### src/core_cycle_regs.vh
// Register indices, field positions, reset values and timing constants of the core block
`ifndef CORE_CYCLE_REGS_VH
`define CORE_CYCLE_REGS_VH

// ============================================================
// Register indices (byte address is four times the index)
`define IDX_PC_LOW          8'h02
`define IDX_CORE_STATUS     8'h03
`define IDX_IND_POINTER     8'h04
`define IDX_PC_UPPER        8'h0A
`define IDX_RUN_CTRL        8'h10
`define IDX_PC_VIEW         8'h11
`define IDX_EXEC_VIEW       8'h12

// ============================================================
// Field positions
`define BIT_BANK_LOW        5
`define BIT_BANK_HIGH       6
`define BIT_IND_HIGH        7
`define BIT_RUN             0

// ============================================================
// Reset values
`define RST_CORE_STATUS     8'h00
`define RST_IND_POINTER     8'h00
`define RST_PC_UPPER        8'h00
`define RST_RUN             1'b1
`define RESET_VECTOR        13'h0000
`define IRQ_VECTOR          13'h0004

// ============================================================
// Timing and data memory layout
`define PHASES_PER_CYCLE    4
`define SFR_TOP             7'h20
`define COMMON_BASE         7'h70
`define BANK2_SMALL_TOP     7'h50
`define RAM_COMMON_BASE     8'h50
`define RAM_BANK1_BASE      8'h60
`define RAM_BANK2_BASE      8'hB0

`endif

### src/core_cycle_and_memory_map.v
// Instruction-cycle sequencer, program address wrap and banked data memory decode
`default_nettype none
`include "core_cycle_regs.vh"

// What this block does
// - Clock divided into four one-hot phases
// - Program counter steps in phase one
// - Fetched word latched in phase four
// - Fetched instruction presented at next phase one
// - Fetch overlaps execute, one instruction per cycle
// - Counter-changing instructions flush, taking two cycles
// - Operand read phase two, result write phase four
// - Thirteen-bit counter, 8K word logical space
// - Addresses wrap into implemented program memory
// - Reset starts at zero, interrupt vectors four
// - Four banks, low 32 are special registers
// - Bank two RAM size depends on variant
// - Top sixteen bytes shared by all banks
// - Two status bits select the bank for direct access
// - Register file 224 or 256 bytes, direct/indirect
module core_cycle_and_memory_map #(
    parameter PROG_ADDR_BITS = 12,
    parameter LARGE_RAM      = 1
) (
    input  wire        pclk,
    input  wire        presetn,
    input  wire        psel,
    input  wire        penable,
    input  wire        pwrite,
    input  wire [11:0] paddr,
    input  wire [31:0] pwdata,
    output reg  [31:0] prdata,
    output reg         pready,
    output reg         pslverr,
    input  wire [13:0] prog_rdata,
    input  wire        jump_req,
    input  wire [10:0] jump_target,
    input  wire        irq_req,
    input  wire        result_we,
    input  wire [7:0]  result_wdata,
    output wire        phase_one,
    output wire        phase_two,
    output wire        phase_three,
    output wire        phase_four,
    output reg  [12:0] prog_addr_q,
    output reg  [13:0] instruction_latch,
    output reg         exec_valid_q,
    output reg  [8:0]  data_addr_q,
    output reg  [7:0]  ram_index_q,
    output reg         ram_sel_q,
    output reg         sfr_sel_q,
    output reg  [7:0]  core_rdata_q,
    output reg         data_rd_q,
    output reg         data_wr_q,
    output reg  [7:0]  data_wdata_q,
    output reg         irq_ack_q
);

    // ============================================================
    // Phase states
    localparam [3:0] PH_ONE   = 4'h1;
    localparam [3:0] PH_TWO   = 4'h2;
    localparam [3:0] PH_THREE = 4'h4;
    localparam [3:0] PH_FOUR  = 4'h8;

    // ============================================================
    // Program space wrap
    // Only 10 to 12 address bits make sense; larger would not wrap at all
    localparam [12:0] PROG_MASK = (13'h0001 << PROG_ADDR_BITS) - 13'h0001;

    // ============================================================
    // Core register offsets, decoded in every bank
    localparam [7:0] CORE_PC_LOW   = `IDX_PC_LOW;
    localparam [7:0] CORE_STATUS   = `IDX_CORE_STATUS;
    localparam [7:0] CORE_POINTER  = `IDX_IND_POINTER;
    localparam [7:0] CORE_PC_UPPER = `IDX_PC_UPPER;

    // Sequencer and pipeline state
    reg  [3:0]  phase_q;
    reg  [12:0] pc_q;
    reg  [13:0] fetch_q;
    reg         fetch_valid_q;
    reg         redirect_q;
    reg  [12:0] target_q;
    // Core and control registers
    reg  [7:0]  status_q;
    reg  [7:0]  pointer_q;
    reg  [7:0]  pc_upper_q;
    reg         run_q;

    // Decode helpers
    wire [6:0]  fetch_off;
    wire [8:0]  logical_addr;
    wire [8:0]  ram_map;
    wire        core_hit;
    wire [6:0]  wr_off;
    wire        wr_core;
    wire [7:0]  apb_idx;
    wire        apb_aligned;
    wire        apb_access;
    reg  [31:0] apb_mux;
    reg         apb_hit;

    assign phase_one   = phase_q[0];
    assign phase_two   = phase_q[1];
    assign phase_three = phase_q[2];
    assign phase_four  = phase_q[3];

    // ============================================================
    // Data address forming and decode
    // Offset zero is the indirect slot; its ninth address bit lives in status
    assign fetch_off    = fetch_q[6:0];
    assign logical_addr = (fetch_off == 7'h00) ?
                          {status_q[`BIT_IND_HIGH], pointer_q} :
                          {status_q[`BIT_BANK_HIGH], status_q[`BIT_BANK_LOW],
                           fetch_off};

    // Returns {select, physical index}; bank three owns only the shared bytes
    function [8:0] map_ram;
        input [8:0] a;
        reg   [6:0] o;
        reg   [6:0] rel;
        begin
            o       = a[6:0];
            rel     = o - `SFR_TOP;
            map_ram = 9'h000;
            if (o >= `COMMON_BASE) begin
                map_ram = {1'b1, `RAM_COMMON_BASE + {4'h0, o[3:0]}};
            end else if (o >= `SFR_TOP) begin
                case (a[8:7])
                    2'b00: map_ram = {1'b1, 1'b0, rel};
                    2'b01: map_ram = {1'b1, `RAM_BANK1_BASE + {1'b0, rel}};
                    2'b10: begin
                        if (LARGE_RAM != 0 || o < `BANK2_SMALL_TOP) begin
                            map_ram = {1'b1, `RAM_BANK2_BASE + {1'b0, rel}};
                        end
                    end
                    default: map_ram = 9'h000;
                endcase
            end
        end
    endfunction

    function is_core;
        input [6:0] o;
        begin
            case ({1'b0, o})
                CORE_PC_LOW,
                CORE_STATUS,
                CORE_POINTER,
                CORE_PC_UPPER: is_core = 1'b1;
                default:       is_core = 1'b0;
            endcase
        end
    endfunction

    assign ram_map  = map_ram(logical_addr);
    assign core_hit = is_core(logical_addr[6:0]);
    assign wr_off   = data_addr_q[6:0];
    assign wr_core  = data_wr_q && is_core(wr_off);

    // ============================================================
    // APB decode
    // Upper address bits and byte lanes must be zero, else the slave errors
    assign apb_idx     = paddr[9:2];
    assign apb_aligned = (paddr[1:0] == 2'b00) && (paddr[11:10] == 2'b00);
    assign apb_access  = psel && penable && pready;

    // Views of the counter and the executing word are read-only
    always @* begin
        apb_mux = 32'h0000_0000;
        apb_hit = apb_aligned;
        case (apb_idx)
            `IDX_PC_LOW:      apb_mux = {24'h00_0000, pc_q[7:0]};
            `IDX_CORE_STATUS: apb_mux = {24'h00_0000, status_q};
            `IDX_IND_POINTER: apb_mux = {24'h00_0000, pointer_q};
            `IDX_PC_UPPER:    apb_mux = {24'h00_0000, pc_upper_q};
            `IDX_RUN_CTRL:    apb_mux = {31'h0000_0000, run_q};
            `IDX_PC_VIEW:     apb_mux = {19'h0_0000, pc_q};
            `IDX_EXEC_VIEW:   apb_mux = {17'h0_0000, exec_valid_q, instruction_latch};
            default:          apb_hit = 1'b0;
        endcase
        if (!apb_aligned) begin
            apb_mux = 32'h0000_0000;
        end
    end

    // Zero-wait slave: ready rises in the access phase, one cycle after setup
    // Writes read back zero on the bus; unmapped offsets raise an error
    always @(posedge pclk or negedge presetn) begin
        if (!presetn) begin
            prdata  <= 32'h0000_0000;
            pready  <= 1'b0;
            pslverr <= 1'b0;
        end else if (psel && !penable) begin
            prdata  <= pwrite ? 32'h0000_0000 : apb_mux;
            pready  <= 1'b1;
            pslverr <= !apb_hit;
        end else begin
            pready  <= 1'b0;
            pslverr <= 1'b0;
        end
    end

    // ============================================================
    // Phase sequencer
    // Clearing run freezes phases and pipeline; the bus still answers
    always @(posedge pclk or negedge presetn) begin
        if (!presetn) begin
            phase_q <= PH_ONE;
        end else if (run_q) begin
            case (phase_q)
                PH_ONE:   phase_q <= PH_TWO;
                PH_TWO:   phase_q <= PH_THREE;
                PH_THREE: phase_q <= PH_FOUR;
                PH_FOUR:  phase_q <= PH_ONE;
                default:  phase_q <= PH_ONE;
            endcase
        end
    end

    // ============================================================
    // Pipeline, core registers and data strobes
    // Core register writes from software land after the pipeline's own, so software wins
    always @(posedge pclk or negedge presetn) begin
        if (!presetn) begin
            pc_q              <= `RESET_VECTOR;
            prog_addr_q       <= `RESET_VECTOR;
            fetch_q           <= 14'h0000;
            fetch_valid_q     <= 1'b0;
            instruction_latch <= 14'h0000;
            exec_valid_q      <= 1'b0;
            redirect_q        <= 1'b0;
            target_q          <= `RESET_VECTOR;
            data_addr_q       <= 9'h000;
            ram_index_q       <= 8'h00;
            ram_sel_q         <= 1'b0;
            sfr_sel_q         <= 1'b0;
            core_rdata_q      <= 8'h00;
            data_rd_q         <= 1'b0;
            data_wr_q         <= 1'b0;
            data_wdata_q      <= 8'h00;
            irq_ack_q         <= 1'b0;
            status_q          <= `RST_CORE_STATUS;
            pointer_q         <= `RST_IND_POINTER;
            pc_upper_q        <= `RST_PC_UPPER;
            run_q             <= `RST_RUN;
        end else begin
            if (run_q) begin
                case (phase_q)
                    PH_ONE: begin
                        if (redirect_q) begin
                            // Flushed cycle: the prefetched word is dropped, no operand read
                            prog_addr_q  <= target_q & PROG_MASK;
                            pc_q         <= target_q + 13'h0001;
                            exec_valid_q <= 1'b0;
                            data_rd_q    <= 1'b0;
                        end else begin
                            prog_addr_q  <= pc_q & PROG_MASK;
                            pc_q         <= pc_q + 13'h0001;
                            exec_valid_q <= fetch_valid_q;
                            data_rd_q    <= fetch_valid_q;
                        end
                        redirect_q        <= 1'b0;
                        irq_ack_q         <= 1'b0;
                        instruction_latch <= fetch_q;
                        data_addr_q       <= logical_addr;
                        ram_sel_q         <= ram_map[8] && !core_hit;
                        ram_index_q       <= ram_map[7:0];
                        sfr_sel_q         <= (logical_addr[6:0] < `SFR_TOP) && !core_hit;
                        // Snapshot of a core register for the phase two operand read
                        case ({1'b0, logical_addr[6:0]})
                            CORE_PC_LOW:   core_rdata_q <= pc_q[7:0];
                            CORE_STATUS:   core_rdata_q <= status_q;
                            CORE_POINTER:  core_rdata_q <= pointer_q;
                            CORE_PC_UPPER: core_rdata_q <= pc_upper_q;
                            default:               core_rdata_q <= 8'h00;
                        endcase
                    end
                    PH_TWO: begin
                        // Operand read strobe lasts exactly phase two
                        data_rd_q <= 1'b0;
                    end
                    PH_THREE: begin
                        // Result taken late so the write strobe falls in phase four
                        data_wr_q    <= exec_valid_q && result_we;
                        data_wdata_q <= result_wdata;
                    end
                    PH_FOUR: begin
                        data_wr_q     <= 1'b0;
                        fetch_q       <= prog_rdata;
                        fetch_valid_q <= 1'b1;
                        // A counter byte write is handled below as a redirect
                        if (wr_core) begin
                            case ({1'b0, wr_off})
                                CORE_STATUS:   status_q   <= data_wdata_q;
                                CORE_POINTER:  pointer_q  <= data_wdata_q;
                                CORE_PC_UPPER: pc_upper_q <= data_wdata_q;
                                default:               status_q   <= status_q;
                            endcase
                        end
                        // One redirect per cycle: jump beats a counter write, then interrupt
                        if (exec_valid_q && jump_req) begin
                            redirect_q <= 1'b1;
                            target_q   <= {pc_upper_q[4:3], jump_target};
                        end else if (wr_core && {1'b0, wr_off} == CORE_PC_LOW) begin
                            redirect_q <= 1'b1;
                            target_q   <= {pc_upper_q[4:0], data_wdata_q};
                        end else if (irq_req) begin
                            redirect_q <= 1'b1;
                            target_q   <= `IRQ_VECTOR;
                            irq_ack_q  <= 1'b1;
                        end
                    end
                    default: begin
                        // Only reached on an illegal phase code
                        data_rd_q <= 1'b0;
                        data_wr_q <= 1'b0;
                    end
                endcase
            end
            // Software writes come last so they override the pipeline's
            if (apb_access && pwrite && apb_aligned) begin
                case (apb_idx)
                    `IDX_CORE_STATUS: status_q   <= pwdata[7:0];
                    `IDX_IND_POINTER: pointer_q  <= pwdata[7:0];
                    `IDX_PC_UPPER:    pc_upper_q <= pwdata[7:0];
                    `IDX_RUN_CTRL:    run_q      <= pwdata[`BIT_RUN];
                    `IDX_PC_LOW: begin
                        redirect_q <= 1'b1;
                        target_q   <= {pc_upper_q[4:0], pwdata[7:0]};
                    end
                    default: run_q <= run_q;
                endcase
            end
        end
    end

endmodule // core_cycle_and_memory_map
`default_nettype wire

### config.mk
export PLATFORM = sky130hd
export DESIGN_NAME = core_cycle_and_memory_map
export DESIGN_NICKNAME = d
export VERILOG_FILES = /design/src/core_cycle_and_memory_map.v
export VERILOG_INCLUDE_DIRS = /design/src
export SDC_FILE = /design/constraint.sdc
export NUM_CORES = 1
export LEC_CHECK = 0
export BUFFER_PORTS_ARGS = -buffer_cell sky130_fd_sc_hd__buf_2
export CAP_MARGIN = 20
export CORE_MARGIN = 2
export CORE_UTILIZATION = 49
export CTS_BUF_LIST = sky130_fd_sc_hd__clkbuf_4 sky130_fd_sc_hd__clkbuf_8
export DETAILED_ROUTE_END_ITERATION = 10
export PLACE_DENSITY = 0.74
export SYNTH_ARGS = -nofsm -noshare
export SYNTH_HDL_FRONTEND = slang
export SYNTH_SLANG_ARGS = --single-unit
export TNS_END_PERCENT = 10
### constraint.sdc
create_clock -name pclk -period 5.6 [get_ports pclk]
set_clock_uncertainty 0.05 [all_clocks]
set_input_delay 1.4 -clock pclk [delete_from_list [all_inputs] [get_ports pclk]]
set_output_delay 1.4 -clock pclk [all_outputs]
set_load 0.01 [all_outputs]
==> results.yml, run 1 <==
sta:
  final.period_utilization: 0.6514
  rsz0062_at_grt: "no"
  setup_viol_count_final: 0
  max_slew.worst_pin.slew_ps: 1073
  final_max_slew_viol_count: 0
  shortest_period_the_worst_path_allows_ps: 3648
  max_clock_freq_ghz: 0.2741
  timing.final.hold_violations: 0
  maxSlewHeadroom: 0.2790
  tns_ps: 0
synth:
  flip_flop_and_latch_count_after_synthesis: 153
  synth-edff-count: 0
  yosys.cell_count.top_type: "sky130_fd_sc_hd__nand2_1"
  synth_area_per_cell_um2: 9.362
  ys_seq_area_frac: 0.4747
  post_synth_inst_count: 862
  post_synth_num_cell_types: 70
  ys.warnings.count: 0
  ys_top_cells_by_count: "180 x sky130_fd_sc_hd__nand2_1, 151 x sky130_fd_sc_hd__dfrtp_1, 66 x sky130_fd_sc_hd__o21ai_0, 49 x sky130_fd_sc_hd__mux2i_1, 41 x sky130_fd_sc_hd__nor2_1"
  netlist.area_leader.share: 0.4682
  ys_top_cells_by_area: "sky130_fd_sc_hd__dfrtp_1 47%, sky130_fd_sc_hd__nand2_1 8.4%, sky130_fd_sc_hd__mux2i_1 6.1%, sky130_fd_sc_hd__o21ai_0 4.1%, sky130_fd_sc_hd__a22oi_1 2.7%"
  synth_top_area_cell: "sky130_fd_sc_hd__dfrtp_1"
  postSynth.topFlopCell: "sky130_fd_sc_hd__dfrtp_1"
  asyncSetResetFlopFracSynth: 1.000
  syn_area_um2: 8070
floorplan:
  fp-row-count: 46
  io-pin-count: 189
  die_width_um: 132.3
  dieHeight_um: 132.3
  area_of_the_die_um2: 17510
  start_util: 0.5044
  core_area_um2: 16000
pwr:
  power.density_cell_area_nw_per_um2: 230.4
  cellLeakagePower_nw: 4.304
  worst_ir_drop_vdd_mv: 0.1262
cells_and_area:
  final_nets: 1067
  insertedDiodeCount: 0
  post-route-util: 0.5812
  drive_gt1_frac: 0.2256
  layout-area-overhead-vs-synth_pct: 15.22
place:
  dp_hpwl_mm: 16.36
  gp_congestion: 0.8638
  port_buffers: 146
grt:
  grt_pass1_vias: 6550
  grt_util_all_layers: 0.2621
  grt_max_degree: 92
  grt_antenna_before_repair: 0
  grt-ovfl-total: 0
  grt_first_pass_wirelength_mm: 35.95
hold_path:
  worstHoldPathType: "register to register"
route:
  post_drt_wl_per_cell_um: 18.84
  vias: 7086
  drtPass1Iterations: 5
  route.detailed.vias_per_inst: 5.861
  drt_wl_total_mm: 22.78
  antenna_left: 0
  detailedRoute.firstIterationViolations: 508
  drc: 0
setup_path:
  crit_buf_inv: 1
  worstPathArrival_ps: 3940
  critPathMaxStageDelay_ps: 650
  timing.critical_path.from_type: "primary input"
  worst_ep_required_ps: 5890
  endpoint_kind_of_the_worst_setup_timing_path: "register"
  crit_fanout: 17
  cpMaxStageDelayCell: "sky130_fd_sc_hd__and3_1"
  timing.critical_path.max_delay_family: "simple AND/OR/NAND/NOR gates"
  critical_path_class: "primary input to register"
  crit_path_cell_trace: "buf_2 > or4_1 > nor2_2 > and3_1 > nor2_1 > a221o_1"
run_status:
  run_status: "finished, final reports clean"
cts:
  post-cts-setup-buffers: 0
  clk_path_buf_depth: 2
  cts_resized: 0
  htreeDepth: 4
  cts_hold_buf: 0
  cts_num_sinks: 153
  cts.reportedPaths.clkPinSlew_ps: 80
  cts_tree: "yes"
  numCtsBuffers: 17
  ctsRootBufferMaster: "sky130_fd_sc_hd__clkbuf_8"
  clk_lat_worst_skew_ps: 470
run:
  drv.max_cap_violation_count: 0
## worst min-delay path, delay by kind of cell (launching register included)
| family | cells | cell delay, ps |
|---|---|---|
| DFF | 1 | 350 |
| and+or+nand+nor | 2 | 100 |
## report_power, final
| part | switching, W | internal, W | total (W) |
|---|---|---|---|
| clock network | 0.000427 | 0.000512 | 0.000939 |
| registers | 0.00000672 | 0.00111 | 0.00111 |
| logic | 0.0000585 | 0.0000304 | 0.0000889 |
| total | 0.000492 | 0.00165 | 0.00214 |
## final cells by class
type / count / area, um2
fill: 1442 / 6701
clock inverter: 10 / 167.7
inverter: 17 / 63.81
clock buffer: 21 / 270.3
sequential: 153 / 3831
timing repair buffer: 156 / 812.0
multi-input combinational: 636 / 3884
tap: 216 / 270.3
## metrics by stage
step | hold slack, ps | std cells | instance area [um2] | setup slack (ps) | total power, W
after floorplan | 375.4 | 879 | 8134 | 2363 | 0.001174
after global placement | 390.7 | 1178 | 8861 | 1618 | 0.001224
after detailed placement | 399.6 | 1178 | 8861 | 1560 | 0.001226
after CTS | 419.5 | 1209 | 9299 | 2044 | 0.002154
after global routing | 432.2 | 1209 | 9299 | 1885 | 0.002212
final | 418.2 | 1209 | 9299 | 1952 | 0.002143
## layer usage
metal | wire length, um | vias up | global-route usage
met5 | 0 | - | 0
met4 | 343 | 0 | 0.07706
met3 | 1875 | 26 | 0.06113
met2 | 10150 | 322 | 0.3826
met1 | 10410 | 3457 | 0.3893
li1 | - | 3281 | -
## registers in the layout, indices dropped and copies added (netlist names), 4 cells and up
signal and count:
pc_q 13, ram_index_q 8, phase_q 4, target_q 13
core_rdata_q 8, data_addr_q 9, prog_addr_q 12, pointer_q 8
data_wdata_q 8, instruction_latch 14, status_q 8, pc_upper_q 8
fetch_q 14, prdata 15
## path summary, 6_finish.rpt
| kind | start | to | slack [ps] | cells after the start |
|---|---|---|---|---|
| hold / removal | fetch_q[9] | instruction_latch[9] | 420 | 2 |
| hold reg to reg | fetch_q[9] | instruction_latch[9] | 420 | 2 |
| min in group asynchronous | presetn | data_addr_q[2] | 890 | 1 |
| max in group asynchronous | presetn | instruction_latch[4] | 3550 | 2 |
| setup reg to reg | run_q | pc_q[11] | 2610 | 6 |
| setup / recovery | paddr[1] | target_q[10] | 1950 | 6 |
## placed cells by master (no fill, tap or decap), types with 3 or more instances in the layout
| master | Yosys | final |
|---|---|---|
| sky130_fd_sc_hd__o221ai_1 | 9 | 9 |
| sky130_fd_sc_hd__buf_2 | 6 | 145 |
| sky130_fd_sc_hd__clkbuf_8 | 0 | 18 |
| sky130_fd_sc_hd__o21ai_0 | 66 | 66 |
| sky130_fd_sc_hd__nor2b_1 | 5 | 5 |
| sky130_fd_sc_hd__xor2_1 | 4 | 4 |
| sky130_fd_sc_hd__a221o_1 | 16 | 16 |
| sky130_fd_sc_hd__nand2b_1 | 14 | 14 |
| sky130_fd_sc_hd__or3_1 | 10 | 9 |
| sky130_fd_sc_hd__clkbuf_4 | 0 | 3 |
| sky130_fd_sc_hd__and2_1 | 5 | 5 |
| sky130_fd_sc_hd__nand3_1 | 13 | 13 |
| sky130_fd_sc_hd__a21oi_1 | 27 | 27 |
| sky130_fd_sc_hd__clkinvlp_4 | 0 | 4 |
| sky130_fd_sc_hd__a22o_1 | 11 | 11 |
| sky130_fd_sc_hd__nor4_2 | 2 | 4 |
| sky130_fd_sc_hd__nand3b_1 | 8 | 8 |
| sky130_fd_sc_hd__nor3b_1 | 4 | 4 |
| sky130_fd_sc_hd__o31ai_1 | 3 | 3 |
| sky130_fd_sc_hd__dfrtp_1 | 151 | 151 |
| sky130_fd_sc_hd__mux2i_1 | 49 | 49 |
| sky130_fd_sc_hd__inv_1 | 17 | 17 |
| sky130_fd_sc_hd__nor3_1 | 13 | 13 |
| sky130_fd_sc_hd__bufinv_16 | 0 | 4 |
| sky130_fd_sc_hd__nand2_1 | 180 | 180 |
| sky130_fd_sc_hd__or4_1 | 4 | 4 |
| sky130_fd_sc_hd__nand4_1 | 6 | 6 |
| sky130_fd_sc_hd__a22oi_1 | 29 | 29 |
| sky130_fd_sc_hd__a31oi_1 | 11 | 11 |
| sky130_fd_sc_hd__a21o_1 | 5 | 5 |
| sky130_fd_sc_hd__xnor2_1 | 8 | 8 |
| sky130_fd_sc_hd__and3_1 | 13 | 13 |
| sky130_fd_sc_hd__a41oi_1 | 4 | 4 |
| sky130_fd_sc_hd__nor2_1 | 41 | 41 |
| sky130_fd_sc_hd__buf_4 | 22 | 10 |
| sky130_fd_sc_hd__conb_1 | 1 | 18 |
| sky130_fd_sc_hd__mux2_2 | 14 | 14 |
## cells by family after synthesis
kind of cell    count (synthesis)  synth area share
simple gates                  338            0.2019
compound gates                203            0.1716
flops                         153            0.4747
buf+inv                        90           0.05519
mux                            63           0.08031
xor+xnor                       12           0.01302
fa+ha+maj                       2          0.002790
other cells                     1         0.0004647
(Power assumes the default switching activity.)
==> run 2: changes to the inputs <==
- clock period: 5.6 -> 3.51 ns (I/O delays scaled with it)
==> run 2 against run 1 <==
Net effect:
- critical path depth down 1
- clock power up 34%
- critical endpoint is now pointer_q[5]
- largest cell class unchanged
- via count down 0.18%
- core utilization up 0.27 points
==> results.yml, run 2 (synthesized netlist as in run 1, its figures left out) <==
run_status:
  run_status: "finished, final reports clean"
sta:
  final.period_utilization: 0.7899
  timing.final.hold_violations: 0
  max_slew.worst_pin.slew_ps: 857.6
  setup_viol_count_final: 0
  maxSlewHeadroom: 0.4262
  tns_ps: 0
  shortest_period_the_worst_path_allows_ps: 2773
  rsz0062_at_grt: "no"
  final_max_slew_viol_count: 0
  max_clock_freq_ghz: 0.3607
cts:
  cts_resized: 0
  clk_lat_worst_skew_ps: 470
  cts_num_sinks: 153
  post-cts-setup-buffers: 0
  cts_tree: "yes"
  ctsRootBufferMaster: "sky130_fd_sc_hd__clkbuf_8"
  numCtsBuffers: 17
  htreeDepth: 4
  clk_path_buf_depth: 2
  cts.reportedPaths.clkPinSlew_ps: 90
  cts_hold_buf: 0
setup_path:
  worst_ep_required_ps: 3780
  worstPathArrival_ps: 3040
  endpoint_kind_of_the_worst_setup_timing_path: "register"
  critical_path_class: "register to register"
  reg2reg_slack_ps: 740
  crit_fanout: 23
  timing.critical_path.from_type: "register"
  rr_worst_depth: 5
route:
  vias: 7073
  detailedRoute.firstIterationViolations: 592
  post_drt_wl_per_cell_um: 18.58
  drtPass1Iterations: 5
  drc: 0
  drt_wl_total_mm: 22.70
  antenna_left: 0
  route.detailed.vias_per_inst: 5.788
cells_and_area:
  fillers: 1482
  insertedDiodeCount: 0
  registers.top_by_ff_count: "prdata"
  layout.area.seq_um2: 3831
  layout_top_registers: "prdata (15), fetch_q (14), instruction_latch (14)"
  post-route-util: 0.5838
  final_nets: 1079
  largest_register_ff_count: 15
  final_cell_mix: "180 x sky130_fd_sc_hd__nand2_1, 151 x sky130_fd_sc_hd__dfrtp_1, 145 x sky130_fd_sc_hd__buf_2, 66 x sky130_fd_sc_hd__o21ai_0, 49 x sky130_fd_sc_hd__mux2i_1"
  most_common_cell_after_layout_fill_and_taps_aside: "sky130_fd_sc_hd__nand2_1"
  drive_gt1_frac: 0.2356
  layout-area-overhead-vs-synth_pct: 15.75
  multi_input_comb_area_um2: 3884
floorplan:
  fp-row-count: 46
  core_area_um2: 16000
  die_width_um: 132.3
  start_util: 0.5044
  area_of_the_die_um2: 17510
  dieHeight_um: 132.3
  io-pin-count: 189
grt:
  grt_max_degree: 83
  globalRoute.busiestLayer: "met1"
  grt_pass1_vias: 6505
  grt_first_pass_wirelength_mm: 36.16
  grt-ovfl-total: 0
  met3_routing_resource_usage_after_global_routing: 0.05190
  grt_use_met2: 0.3880
  grt_util_all_layers: 0.2635
  grt_antenna_before_repair: 0
  grt_use_met1: 0.3909
run:
  drv.max_cap_violation_count: 0
place:
  dp_hpwl_mm: 16.47
  port_buffers: 146
  gp_congestion: 0.8722
pwr:
  worst_ir_drop_vdd_mv: 0.2641
  power.density_cell_area_nw_per_um2: 341.1
  cellLeakagePower_nw: 4.346
hold_path:
  worstHoldPathType: "primary input to async pin"
==> run 2: worst max-delay path, cell delays in order, from the launching register on <==
cell,delay (ps)
sky130_fd_sc_hd__dfstp_2,640
sky130_fd_sc_hd__nand2_1,110
sky130_fd_sc_hd__or4_4,630
sky130_fd_sc_hd__or4_1,860
sky130_fd_sc_hd__mux2i_1,230
sky130_fd_sc_hd__o21ai_0,90
==> run 2: final timing paths <==
check                              start             end
min in group pclk          fetch_valid_q   fetch_valid_q
setup reg to reg                   run_q    pointer_q[5]
hold / removal                   presetn  data_addr_q[7]
hold reg to reg            fetch_valid_q   fetch_valid_q
max in group asynchronous        presetn           run_q
setup / recovery                   run_q    pointer_q[5]
==> run 2: where the power goes <==
part,switching [W],internal (W),total (W)
clock,0.000651,0.000612,0.00126
sequential,0.0000107,0.00177,0.00178
combinational,0.0000934,0.0000524,0.000146
==> run 2: per-layer routing <==
layer	up-vias	part of all wire
li1	3315	-
met1	3429	0.46
met2	301	0.45
met3	28	0.078
met4	0	0.019
met5	-	0
==> run 2: cell type report <==
cell class | count | area share
Tap cell | 216 | 0.02893
Sequential cell | 153 | 0.4101
Multi-Input combinational cell | 636 | 0.4158
Timing Repair Buffer | 168 | 0.09925
Clock buffer | 23 | 0.03054
Clock inverter | 9 | 0.008572
Inverter | 17 | 0.006831
==> run 2: stage by stage <==
step / hold slack, ps / setup WS, ps / area [um2] / instances / power (W)
final: 409.8 / 737.4 / 9341 / 1222 / 0.003187
after global placement: 390.4 / 518.7 / 8976 / 1190 / 0.001957
after detailed placement: 395.7 / 452.1 / 8976 / 1190 / 0.001959
after floorplan: 375.4 / 795.9 / 8134 / 879 / 0.001873
after CTS: 417.2 / 754.4 / 9341 / 1222 / 0.003209
after global routing: 455.8 / 622.6 / 9341 / 1222 / 0.003295
